### src/irq_bank_params.svh
`ifndef IRQ_BANK_PARAMS_SVH
`define IRQ_BANK_PARAMS_SVH

// register byte offsets on the apb word map
`define OFF_ENABLE_1     8'h00
`define OFF_ENABLE_2     8'h04
`define OFF_REQUEST_1    8'h08
`define OFF_CORE_CTRL    8'h0C
`define OFF_IRQ_STATUS   8'h10
`define OFF_IRQ_MASK     8'h14
`define OFF_PENDING      8'h18

// implemented / writable bit masks
`define ENABLE_1_MASK    8'h7F
`define ENABLE_2_MASK    8'hFD
`define REQUEST_1_RW     8'h4F
`define REQUEST_1_LEVEL  8'h30
`define REQUEST_2_MASK   8'hFD
`define CORE_CTRL_MASK   8'hC0
`define IRQ_STATUS_MASK  8'h07

// field positions
`define BIT_ADC          6
`define BIT_UART_RX      5
`define BIT_UART_TX      4
`define BIT_SYNC_PORT    3
`define BIT_CAPCMP_ONE   2
`define BIT_TIMER_TWO    1
`define BIT_TIMER_ONE    0
`define BIT_GLOBAL_EN    7
`define BIT_GROUP_EN     6
`define BIT_ST_REQ_RISE  0
`define BIT_ST_STALE     1
`define BIT_ST_BUS_ERR   2

// reset values
`define RESET_BYTE       8'h00
`define RESET_WORD       32'h0000_0000

`endif

### src/irq_bank_pkg.sv
package irq_bank_pkg;

	// one-cycle condition pulses from the peripherals
	typedef struct packed {
		logic adc_done;
		logic sync_port_xfer_done;
		logic sync_port_seq_done;
		logic capcmp_one_hit;
		logic timer_two_match;
		logic timer_one_ovf;
	} periph_events_s;

	// buffer levels that the serial unit drives
	typedef struct packed {
		logic rx_buffer_full;
		logic tx_buffer_empty;
	} uart_levels_s;

	// decoded register write
	typedef struct packed {
		logic       we;
		logic [7:0] data;
	} reg_write_s;

	typedef enum logic {
		ph_idle,
		ph_answer
	} apb_phase_e;

endpackage

### src/request_flag_bank.sv
`include "irq_bank_params.svh"

module request_flag_bank (
	// clock and reset
	input  wire logic                      clk,
	input  wire logic                      rst,
	// software write
	input  wire irq_bank_pkg::reg_write_s  sw_write,
	// hardware sets and levels
	input  wire logic [7:0]                set_event,
	input  wire logic [7:0]                level_in,
	// flags
	output logic [7:0]                     flags
);

	localparam logic [7:0] RW_MASK    = `REQUEST_1_RW;
	localparam logic [7:0] LEVEL_MASK = `REQUEST_1_LEVEL;

	genvar i;
	generate
		for (i = 0; i < 8; i++) begin : g_flag
			if (LEVEL_MASK[i]) begin : g_level
				// mirrors buffer state; software cannot write it
				always_ff @(posedge clk or posedge rst) begin
					if (rst)
						flags[i] <= 1'b0;
					else
						flags[i] <= level_in[i];
				end
			end else if (RW_MASK[i]) begin : g_sticky
				// set beats a same-cycle software clear
				always_ff @(posedge clk or posedge rst) begin
					if (rst)
						flags[i] <= 1'b0;
					else if (set_event[i])
						flags[i] <= 1'b1;
					else if (sw_write.we)
						flags[i] <= sw_write.data[i];
				end
			end else begin : g_unused
				assign flags[i] = 1'b0;
			end
		end
	endgenerate

endmodule

### src/irq_status_unit.sv
`include "irq_bank_params.svh"

module irq_status_unit (
	// clock and reset
	input  wire logic                      clk,
	input  wire logic                      rst,
	// software access
	input  wire irq_bank_pkg::reg_write_s  status_write,
	input  wire irq_bank_pkg::reg_write_s  mask_write,
	// events
	input  wire logic [7:0]                events,
	// state
	output logic [7:0]                     status,
	output logic [7:0]                     mask,
	output logic                           irq
);

	localparam logic [7:0] IMPL = `IRQ_STATUS_MASK;

	logic [7:0] status_next;
	logic [7:0] w1c;

	assign w1c         = status_write.we ? status_write.data : `RESET_BYTE;
	// a fresh event survives a write-one-to-clear in the same cycle
	assign status_next = ((status & ~w1c) | events) & IMPL;

	always_ff @(posedge clk or posedge rst) begin
		if (rst) begin
			status <= `RESET_BYTE;
			mask   <= `RESET_BYTE;
			irq    <= 1'b0;
		end else begin
			status <= status_next;
			if (mask_write.we)
				mask <= mask_write.data & IMPL;
			irq    <= |(status & mask);
		end
	end

endmodule

### src/periph_irq_bank.sv
`include "irq_bank_params.svh"

module periph_irq_bank (
	// clock and reset
	input  wire logic                          clk,
	input  wire logic                          rst,
	// apb slave
	input  wire logic                          psel,
	input  wire logic                          penable,
	input  wire logic                          pwrite,
	input  wire logic [7:0]                    paddr,
	input  wire logic [31:0]                   pwdata,
	output logic                               pready,
	output logic [31:0]                        prdata,
	output logic                               pslverr,
	// peripheral conditions
	input  wire irq_bank_pkg::periph_events_s  periph_events,
	input  wire irq_bank_pkg::uart_levels_s    uart_levels,
	input  wire logic [7:0]                    request_2_flags,
	// requests
	output logic                               core_irq_req,
	output logic                               irq
);

	// apb phase tracking
	irq_bank_pkg::apb_phase_e phase_reg;
	irq_bank_pkg::apb_phase_e phase_next;
	logic                     pready_reg;
	logic [31:0]              prdata_reg;
	logic                     pslverr_reg;
	logic [31:0]              read_word;

	// software-visible state
	logic [7:0] peripheral_irq_enable_1_reg;
	logic [7:0] peripheral_irq_enable_2_reg;
	logic [7:0] core_irq_control_reg;
	logic [7:0] peripheral_irq_request_1;
	logic [7:0] irq_status;
	logic [7:0] irq_mask;

	// request path
	logic       core_irq_req_reg;
	logic       core_irq_req_next;

	// bus decode
	logic       access_start;
	logic       write_commit;
	logic       hit_enable_1;
	logic       hit_enable_2;
	logic       hit_request_1;
	logic       hit_core_ctrl;
	logic       hit_status;
	logic       hit_mask;
	logic       hit_pending;
	logic       addr_mapped;
	logic [7:0] wbyte;
	logic [7:0] read_byte;
	logic [7:0] read_lo;
	logic [7:0] read_hi;
	logic       bad_access;
	logic       we_enable_1;
	logic       we_enable_2;
	logic       we_core_ctrl;
	logic [7:0] rd_enable_1;
	logic [7:0] rd_enable_2;
	logic [7:0] rd_request_1;
	logic [7:0] rd_core_ctrl;
	logic [7:0] rd_status;
	logic [7:0] rd_mask;

	// flag inputs and combination
	logic [7:0] req1_set;
	logic [7:0] req1_level;
	logic [7:0] req2_impl;
	logic [7:0] pending_1;
	logic [7:0] pending_2;
	logic       any_pending;
	logic       global_en;
	logic       group_en;
	logic [7:0] stale_bits;
	logic       stale_event;
	logic [7:0] status_events;

	irq_bank_pkg::reg_write_s req1_write;
	irq_bank_pkg::reg_write_s status_write;
	irq_bank_pkg::reg_write_s mask_write;

	// apb decode: one wait state, answer on the second access cycle
	assign access_start  = psel & penable & (phase_reg == irq_bank_pkg::ph_idle);
	assign write_commit  = psel & penable & pready_reg & pwrite;
	assign wbyte         = pwdata[7:0];

	assign hit_enable_1  = (paddr == `OFF_ENABLE_1);
	assign hit_enable_2  = (paddr == `OFF_ENABLE_2);
	assign hit_request_1 = (paddr == `OFF_REQUEST_1);
	assign hit_core_ctrl = (paddr == `OFF_CORE_CTRL);
	assign hit_status    = (paddr == `OFF_IRQ_STATUS);
	assign hit_mask      = (paddr == `OFF_IRQ_MASK);
	assign hit_pending   = (paddr == `OFF_PENDING);
	assign addr_mapped   = hit_enable_1 | hit_enable_2 | hit_request_1 | hit_core_ctrl
		| hit_status | hit_mask | hit_pending;
	// refused accesses answer with an error and change nothing but the bus error status bit
	assign bad_access    = access_start & ~addr_mapped;

	assign we_enable_1        = write_commit & hit_enable_1;
	assign we_enable_2        = write_commit & hit_enable_2;
	assign we_core_ctrl       = write_commit & hit_core_ctrl;
	assign req1_write.we      = write_commit & hit_request_1;
	assign req1_write.data    = wbyte;
	assign status_write.we    = write_commit & hit_status;
	assign status_write.data  = wbyte;
	assign mask_write.we      = write_commit & hit_mask;
	assign mask_write.data    = wbyte;

	// read selection; unused upper bits read zero
	assign rd_enable_1  = hit_enable_1  ? peripheral_irq_enable_1_reg : `RESET_BYTE;
	assign rd_enable_2  = hit_enable_2  ? peripheral_irq_enable_2_reg : `RESET_BYTE;
	assign rd_request_1 = hit_request_1 ? peripheral_irq_request_1    : `RESET_BYTE;
	assign rd_core_ctrl = hit_core_ctrl ? core_irq_control_reg        : `RESET_BYTE;
	assign rd_status    = hit_status    ? irq_status                  : `RESET_BYTE;
	assign rd_mask      = hit_mask      ? irq_mask                    : `RESET_BYTE;
	// the hits are one-hot, so an or of the views is the selected byte
	assign read_byte    = rd_enable_1 | rd_enable_2 | rd_request_1 | rd_core_ctrl
		| rd_status | rd_mask;
	assign read_lo      = hit_pending ? pending_1 : read_byte;
	assign read_hi      = hit_pending ? pending_2 : `RESET_BYTE;
	// a write answers with zero data rather than a register image
	assign read_word    = pwrite ? `RESET_WORD : {16'h0000, read_hi, read_lo};

	always_comb begin
		phase_next = phase_reg;
		case (phase_reg)
			irq_bank_pkg::ph_idle: begin
				if (access_start)
					phase_next = irq_bank_pkg::ph_answer;
			end
			irq_bank_pkg::ph_answer: begin
				phase_next = irq_bank_pkg::ph_idle;
			end
			default: begin
				phase_next = irq_bank_pkg::ph_idle;
			end
		endcase
	end

	always_ff @(posedge clk or posedge rst) begin
		if (rst)
			phase_reg <= irq_bank_pkg::ph_idle;
		else
			phase_reg <= phase_next;
	end

	// ready stands one cycle, the second access cycle
	always_ff @(posedge clk or posedge rst) begin
		if (rst)
			pready_reg <= 1'b0;
		else
			pready_reg <= access_start;
	end

	always_ff @(posedge clk or posedge rst) begin
		if (rst)
			pslverr_reg <= 1'b0;
		else
			pslverr_reg <= bad_access;
	end

	// read data held until the next access starts
	always_ff @(posedge clk or posedge rst) begin
		if (rst)
			prdata_reg <= `RESET_WORD;
		else if (access_start)
			prdata_reg <= read_word;
	end

	assign pready  = pready_reg;
	assign prdata  = prdata_reg;
	assign pslverr = pslverr_reg;

	// enable and control registers; unimplemented bits masked off
	always_ff @(posedge clk or posedge rst) begin
		if (rst)
			peripheral_irq_enable_1_reg <= `RESET_BYTE;
		else if (we_enable_1)
			peripheral_irq_enable_1_reg <= wbyte & `ENABLE_1_MASK;
	end

	always_ff @(posedge clk or posedge rst) begin
		if (rst)
			peripheral_irq_enable_2_reg <= `RESET_BYTE;
		else if (we_enable_2)
			peripheral_irq_enable_2_reg <= wbyte & `ENABLE_2_MASK;
	end

	always_ff @(posedge clk or posedge rst) begin
		if (rst)
			core_irq_control_reg <= `RESET_BYTE;
		else if (we_core_ctrl)
			core_irq_control_reg <= wbyte & `CORE_CTRL_MASK;
	end

	// hardware set sources of request register 1
	always_comb begin
		req1_set                  = `RESET_BYTE;
		req1_set[`BIT_ADC]        = periph_events.adc_done;
		req1_set[`BIT_SYNC_PORT]  = periph_events.sync_port_xfer_done
			| periph_events.sync_port_seq_done;
		req1_set[`BIT_CAPCMP_ONE] = periph_events.capcmp_one_hit;
		req1_set[`BIT_TIMER_TWO]  = periph_events.timer_two_match;
		req1_set[`BIT_TIMER_ONE]  = periph_events.timer_one_ovf;
	end

	always_comb begin
		req1_level                = `RESET_BYTE;
		req1_level[`BIT_UART_RX]  = uart_levels.rx_buffer_full;
		req1_level[`BIT_UART_TX]  = uart_levels.tx_buffer_empty;
	end

	request_flag_bank u_request_1 (
		.clk       (clk),
		.rst       (rst),
		.sw_write  (req1_write),
		.set_event (req1_set),
		.level_in  (req1_level),
		.flags     (peripheral_irq_request_1)
	);

	// combine flags with enables
	assign req2_impl   = request_2_flags & `REQUEST_2_MASK;
	assign pending_1   = peripheral_irq_request_1 & peripheral_irq_enable_1_reg;
	assign pending_2   = req2_impl & peripheral_irq_enable_2_reg;
	assign any_pending = |{pending_1, pending_2};
	assign global_en   = core_irq_control_reg[`BIT_GLOBAL_EN];
	assign group_en    = core_irq_control_reg[`BIT_GROUP_EN];

	// global or group enable low blocks core_irq_req, whatever the enables hold; irq is not gated
	assign core_irq_req_next = global_en & group_en & any_pending;

	always_ff @(posedge clk or posedge rst) begin
		if (rst)
			core_irq_req_reg <= 1'b0;
		else
			core_irq_req_reg <= core_irq_req_next;
	end

	assign core_irq_req = core_irq_req_reg;

	// a request 1 enable written while its flag is already up fires at once;
	// flag it so software can spot a missed pre-clear
	assign stale_bits  = (wbyte & ~peripheral_irq_enable_1_reg & peripheral_irq_request_1);
	assign stale_event = we_enable_1 & (|stale_bits);

	always_comb begin
		status_events                   = `RESET_BYTE;
		status_events[`BIT_ST_REQ_RISE] = core_irq_req_next & ~core_irq_req_reg;
		status_events[`BIT_ST_STALE]    = stale_event;
		status_events[`BIT_ST_BUS_ERR]  = bad_access;
	end

	irq_status_unit u_status (
		.clk          (clk),
		.rst          (rst),
		.status_write (status_write),
		.mask_write   (mask_write),
		.events       (status_events),
		.status       (irq_status),
		.mask         (irq_mask),
		.irq          (irq)
	);

endmodule

### config.mk
export PLATFORM = sky130hd
export DESIGN_NAME = periph_irq_bank
export DESIGN_NICKNAME = d
export VERILOG_FILES = /design/src/irq_bank_pkg.sv /design/src/request_flag_bank.sv /design/src/irq_status_unit.sv /design/src/periph_irq_bank.sv
export VERILOG_INCLUDE_DIRS = /design/src /design/src/src
export SDC_FILE = /design/constraint.sdc
export NUM_CORES = 1
export LEC_CHECK = 0
export BUFFER_PORTS_ARGS = -buffer_cell sky130_fd_sc_hd__buf_2
export CAP_MARGIN = 20
export CORE_ASPECT_RATIO = 1.1
export CORE_MARGIN = 2
export CORE_UTILIZATION = 34
export DETAILED_ROUTE_END_ITERATION = 6
export GPL_ROUTABILITY_DRIVEN = 0
export SLEW_MARGIN = 0
export SYNTH_ARGS = -nofsm -noshare
export SYNTH_HDL_FRONTEND = slang
export SYNTH_HIERARCHICAL = 1
export SYNTH_SLANG_ARGS = --single-unit
### constraint.sdc
create_clock -name clk -period 1.35 [get_ports clk]
set_input_delay 0.27 -clock clk [delete_from_list [all_inputs] [get_ports clk]]
set_output_delay 0.27 -clock clk [all_outputs]
set_load 0.05 [all_outputs]
---- After elaboration in Yosys (flattened, before gate mapping) ----
Cells that the tools add are included.
Widths: inputs -> output; s select.
storage, ports and cells
  register bits after elaboration ......... 66
  bits of input ports ..................... 61
  output and inout bits ................... 36
operators by class
  muxes and demuxes ....................... 22
  bitwise logic cells ..................... 39
  equality and inequality tests ........... 6
  reduce and logical (&&, ||, !) cells .... 9
operator list
  operator            count
  $mux 8              4
  $eq 8x5->1 const B  3
  $and 8x8->8         2
  $eq 8x4->1 const B  2
  $mux 16             1
  $or 8x3->8          2
  $reduce_or 16->1    1
  $reduce_or 8->1     2
  $and 1x1->1         15
  $mux 7              2
  $mux 1              11
  $reduce_bool 2->1   5
  $mux 3              3
  $and 8x7->8         1
  $eq 8x3->1 const B  1
  $logic_not 8->1     1
  $not 7->8           1
  $or 7x8->8          1
  $or 8x7->8          1
  $or 8x8->8          1
  $and 7x7->7         1
  $or 1x1->1          7
  $and 3x3->3         2
  $not 1->1           3
  3 further kinds     3

---- Depth between registers and ports, before layout ----
  depth in word-level cells ............... 10
  depth in mapped cells ................... 7
  gate-level depth less buffers ........... 5

---- Modules after synthesis ----
Netlist, hierarchy kept.
by module, submodules not included
  module             instances  cells an instance  area each (sq um)
  periph_irq_bank    1          201                2118.3
  irq_status_unit    1          30                 340.3
  request_flag_bank  1          21                 286.5

---- Worst setup path after synthesis ----
OpenSTA, ideal clock, no wires.
  kind .................................... input -> register
  start point ............................. in paddr[7]
  end point ............................... reg u_status.mask[0]
  setup slack ............................. -674 ps
  buffers on the path ..................... 0
  setup time .............................. 125 ps
  arrival time ............................ 1899 ps
  data required time ...................... 1225 ps
  cell stages on the path ................. 4
  path through ............................ or3_1 -> or4_4 -> nor4_1 -> mux2_2
RTL lines
  item                  RTL line               text
  start, declared       periph_irq_bank.sv:11  input wire logic [7:0] paddr,
  end signal, assigned  irq_status_unit.sv:30  mask <= `RESET_BYTE;
  end signal, assigned  irq_status_unit.sv:35  mask <= mask_write.data & IMPL;
  end, declared         irq_status_unit.sv:14  output logic [7:0] mask,

---- Final worst setup path ----
  start point ............................. in paddr[7]
  end point ............................... reg peripheral_irq_enable_1_reg[5]
on the way
  longest elaborated chain between the ends .. 2
RTL lines
  item                       RTL line                text
  $logic_not 8->1 (no line)  n/a
  $and 1x1->1                periph_irq_bank.sv:105  assign we_enable_1 = write_commit & hit_enable_1;
  end signal, assigned       periph_irq_bank.sv:183  peripheral_irq_enable_1_reg <= `RESET_BYTE;
  end signal, assigned       periph_irq_bank.sv:185  peripheral_irq_enable_1_reg <= wbyte & `ENABLE_1_MASK;
  end, declared              periph_irq_bank.sv:34   logic [7:0] peripheral_irq_enable_1_reg;
No other way between the ends.
A chain may end at the register's enable or synchronous reset.

==> metrics.txt <==
total clock buffers created by CTS 5; die width 89.7 um; overall power of the completed layout 0.00291 W; Unique masters post-synth 44; Core ar. between 0.007 and 0.008 sq mm; cells along the critical path buf_6 > or3_4 > or4_4 > or3_4 > buf_8 > mux2_4; most used cell, CP sky130_fd_sc_hd__or3_4; maximum number of pins on one net before global-route repair 35; clock-pin transition on the worst setup and hold timing paths roughly 0.09 ns; CTS Sinks 48; antenna violations before repair 0; Final Hold Violating Endpoints 0; first-pass detailed-route iteration total 4; startpoint class of the critical path primary input; total of warnings raised by yosys 6; count of buffers from port buffering 54; Die ar. 0.00881 sq mm; global route total overflow 0; top-level I/O count 97; area of placed instances 0.00356 sq mm; end point of the worst hold path u_request_1/flags[5]$_DFF_PP0_; antenna viol nets, final 0; CTS HTree Levels 2; hold crit path type in -> reg; share of Yosys cell area claimed by the top area cell type 0.438; row cnt 34; biggest area consumer among synthesized cells sky130_fd_sc_hd__dfrtp_1; per-instance average area after synthesis 10.9 sq um; total of endpoints with negative setup slack in the final report 42; Most used DFF post-synth sky130_fd_sc_hd__dfrtp_1; final cycle utilization of the critical path 1.36; synthesized instance count around 250; cell types occupying the most area after synthesis sky130_fd_sc_hd__dfrtp_1, sky130_fd_sc_hd__buf_4, sky130_fd_sc_hd__mux2_4, sky130_fd_sc_hd__a32o_1, sky130_fd_sc_hd__mux2_2; switching power of the nets 0.000856 W; CTS tree yes; Post-DP HPWL 6140 um; RSZ-0062 raised after global routing yes; worst hold path cell count 1; layout overhead on the synthesized area 43.3%; final-stage net count 433; vias in the first global route about 2500; root buffer cell sky130_fd_sc_hd__clkbuf_8; max-cap violation count 0; detailed-route DRC error count 0; first-pass GRT wire length ~13000 um; part of the total power dissipated in combinational logic 0.178; per-cell routed wire length 17.0 um; all-layer global routing usage 0.195; Worst VDD drop approximately 0.36 mV; async set or reset register ratio after synthesis 1.00; number of cell instances on the worst register-to-register path 5; reported leakage power 2.02 nW; clock insertion delay at the later pin of the skew report 0.31 ns; Final Slew Violations 0; worst setup slack after placement -0.862 ns; crit path DAT 2.03 ns; n_diodes 0; Reg2Reg Launch Point phase_reg$_DFF_PP0_; proportion of power drawn by the clock network 0.322; ratio of total power to cell area 739 mW/mm^2; FF-to-FF End peripheral_irq_enable_2_reg[5]$_DFFE_PP0P_; worst reg2reg setup slack -0.38 ns; Initial DRC Count 104; Die Ht 98.2 um; maximum achievable frequency 543 MHz; crit path max-delay cell type sky130_fd_sc_hd__or4_4; fraction of final layout cells sized beyond drive strength 1 0.501; number of flip-flops under the largest register name 15; outcome finished, violations left; switching share of power 0.294; Synth Cell Area 0.00275 sq mm; via count normalized by instance count 5.04; most used cells in the layout excluding fill and tap cells sky130_fd_sc_hd__buf_4, sky130_fd_sc_hd__buf_2, sky130_fd_sc_hd__dfrtp_1, sky130_fd_sc_hd__conb_1, sky130_fd_sc_hd__nand2_1; Final Hold Slack 0.0616 ns; post-layout instance area 0.00394 sq mm; Detailed Route WL 8170 um; origin of the worst min-delay path uart_levels[1]; Setup Skew 0.0145 ns; Int Power 0.00205 W; type of the setup path with the least slack in -> reg; largest fanout on the critical path 6; violated checks negative setup slack; register bit total from synthesis 48; final critical-path required period 1.84 ns; initial core utilization 0.349; most common library cell in the layout ignoring fill and taps sky130_fd_sc_hd__buf_4; vias post-DR 2423; largest incremental delay on the critical path 0.44 ns; number of synthesized flops with an enable pin 0; Seq/Total Area, Yosys 0.438; proportion of power drawn by flip-flops and latches 0.500; CP Data Required Time 1.54 ns; Clock Tree Buf Depth 2; Critical Path End Type register; final worst slack -0.490 ns
[cells in the mapped netlist (all sizes together), types with 3 or more instances]
library cell and count:
nor2 4, o21ai 4, clkbuf 7, inv 8, mux2 24, a21oi 5
o21a 5, conb 3, nand4 4, a22oi 10, nand3b 4, o22ai 6
a32o 13, mux2i 5, a211o 6, buf 34, a21o 3, nand2 23
nor2b 7, dfrtp 48, or3 3
[stage by stage]
step / setup TNS [ns] / utilization / instances
2_1_floorplan: -14.96 / - / 277
5_1_grt: -13.57 / 0.500 / 481
4_1_cts: -10.35 / 0.493 / 481
3_5_place_dp: -25.70 / 0.453 / 466
6_report: -11.52 / 0.500 / 481
3_3_place_gp: -24.73 / 0.453 / 466
[how the worst max path moves through the flow]
stage,startpoint,endpoint,slack (ns),cells past startpoint
3_3_place_gp,paddr[7],u_status/status[1]$_DFF_PP0_,-0.94,7
4_1_cts,paddr[7],peripheral_irq_enable_1_reg[5]$_DFFE_PP0P_,-0.48,6
5_1_grt,paddr[7],peripheral_irq_enable_1_reg[5]$_DFFE_PP0P_,-0.50,6
6_report,paddr[7],peripheral_irq_enable_1_reg[5]$_DFFE_PP0P_,-0.49,6
2_1_floorplan,paddr[7],peripheral_irq_enable_1_reg[0]$_DFFE_PP0P_,-0.67,5
3_5_place_dp,paddr[7],peripheral_irq_enable_1_reg[5]$_DFFE_PP0P_,-0.86,6
[layout make-up]
class                      count  area, sq um
clock buffer                   6         82.6
clock inverter                 2         15.0
fill                         713         3940
inverter                       8         30.0
multi-input combinational    180         1510
sequential                    48         1200
tap                          108          135
timing repair buffer         129          963
[cell families after synthesis]
group / after synthesis / share of synthesized area
AOI/OAI and AO/OA: 61 / 0.175
other: 3 / 0.00410
buffers and inverters: 49 / 0.114
muxes: 30 / 0.144
DFF: 48 / 0.438
and+or+nand+nor: 61 / 0.125
[metal layers]
layer | GRT usage | up-vias | part of all wire
li1 | - | 1121 | -
met1 | 0.262 | 1225 | 0.43
met2 | 0.314 | 63 | 0.50
met3 | 0.0228 | 14 | 0.041
met4 | 0.0804 | 0 | 0.024
met5 | 0 | - | 0
[power by group through the flow]
| stage | registers, W | logic, W | clock network [W] |
|---|---|---|---|
| floorplan | 0.00150 | 0.000313 | 0 |
| global placement | 0.00148 | 0.000468 | 0 |
| finish | 0.00145 | 0.000516 | 0.000936 |
| CTS | 0.00145 | 0.000504 | 0.000951 |
| detailed placement | 0.00148 | 0.000475 | 0 |
| global route | 0.00146 | 0.000557 | 0.00100 |
[timing repair]
item	CTS	global route
hold endpoints to repair	14	0
gates resized for setup	32	9
endpoints found under the setup margin	41	43
cloned	1	0
pin swaps	16	3
setup buffers	7	1
hold buffers	1	0
[critical path: cells and delay by family]
family                 cells  cell delay [ns]
buffers and inverters      2             0.24
and+or+nand+nor            3             1.21
muxes                      1             0.30
(Power assumes the default switching activity.)
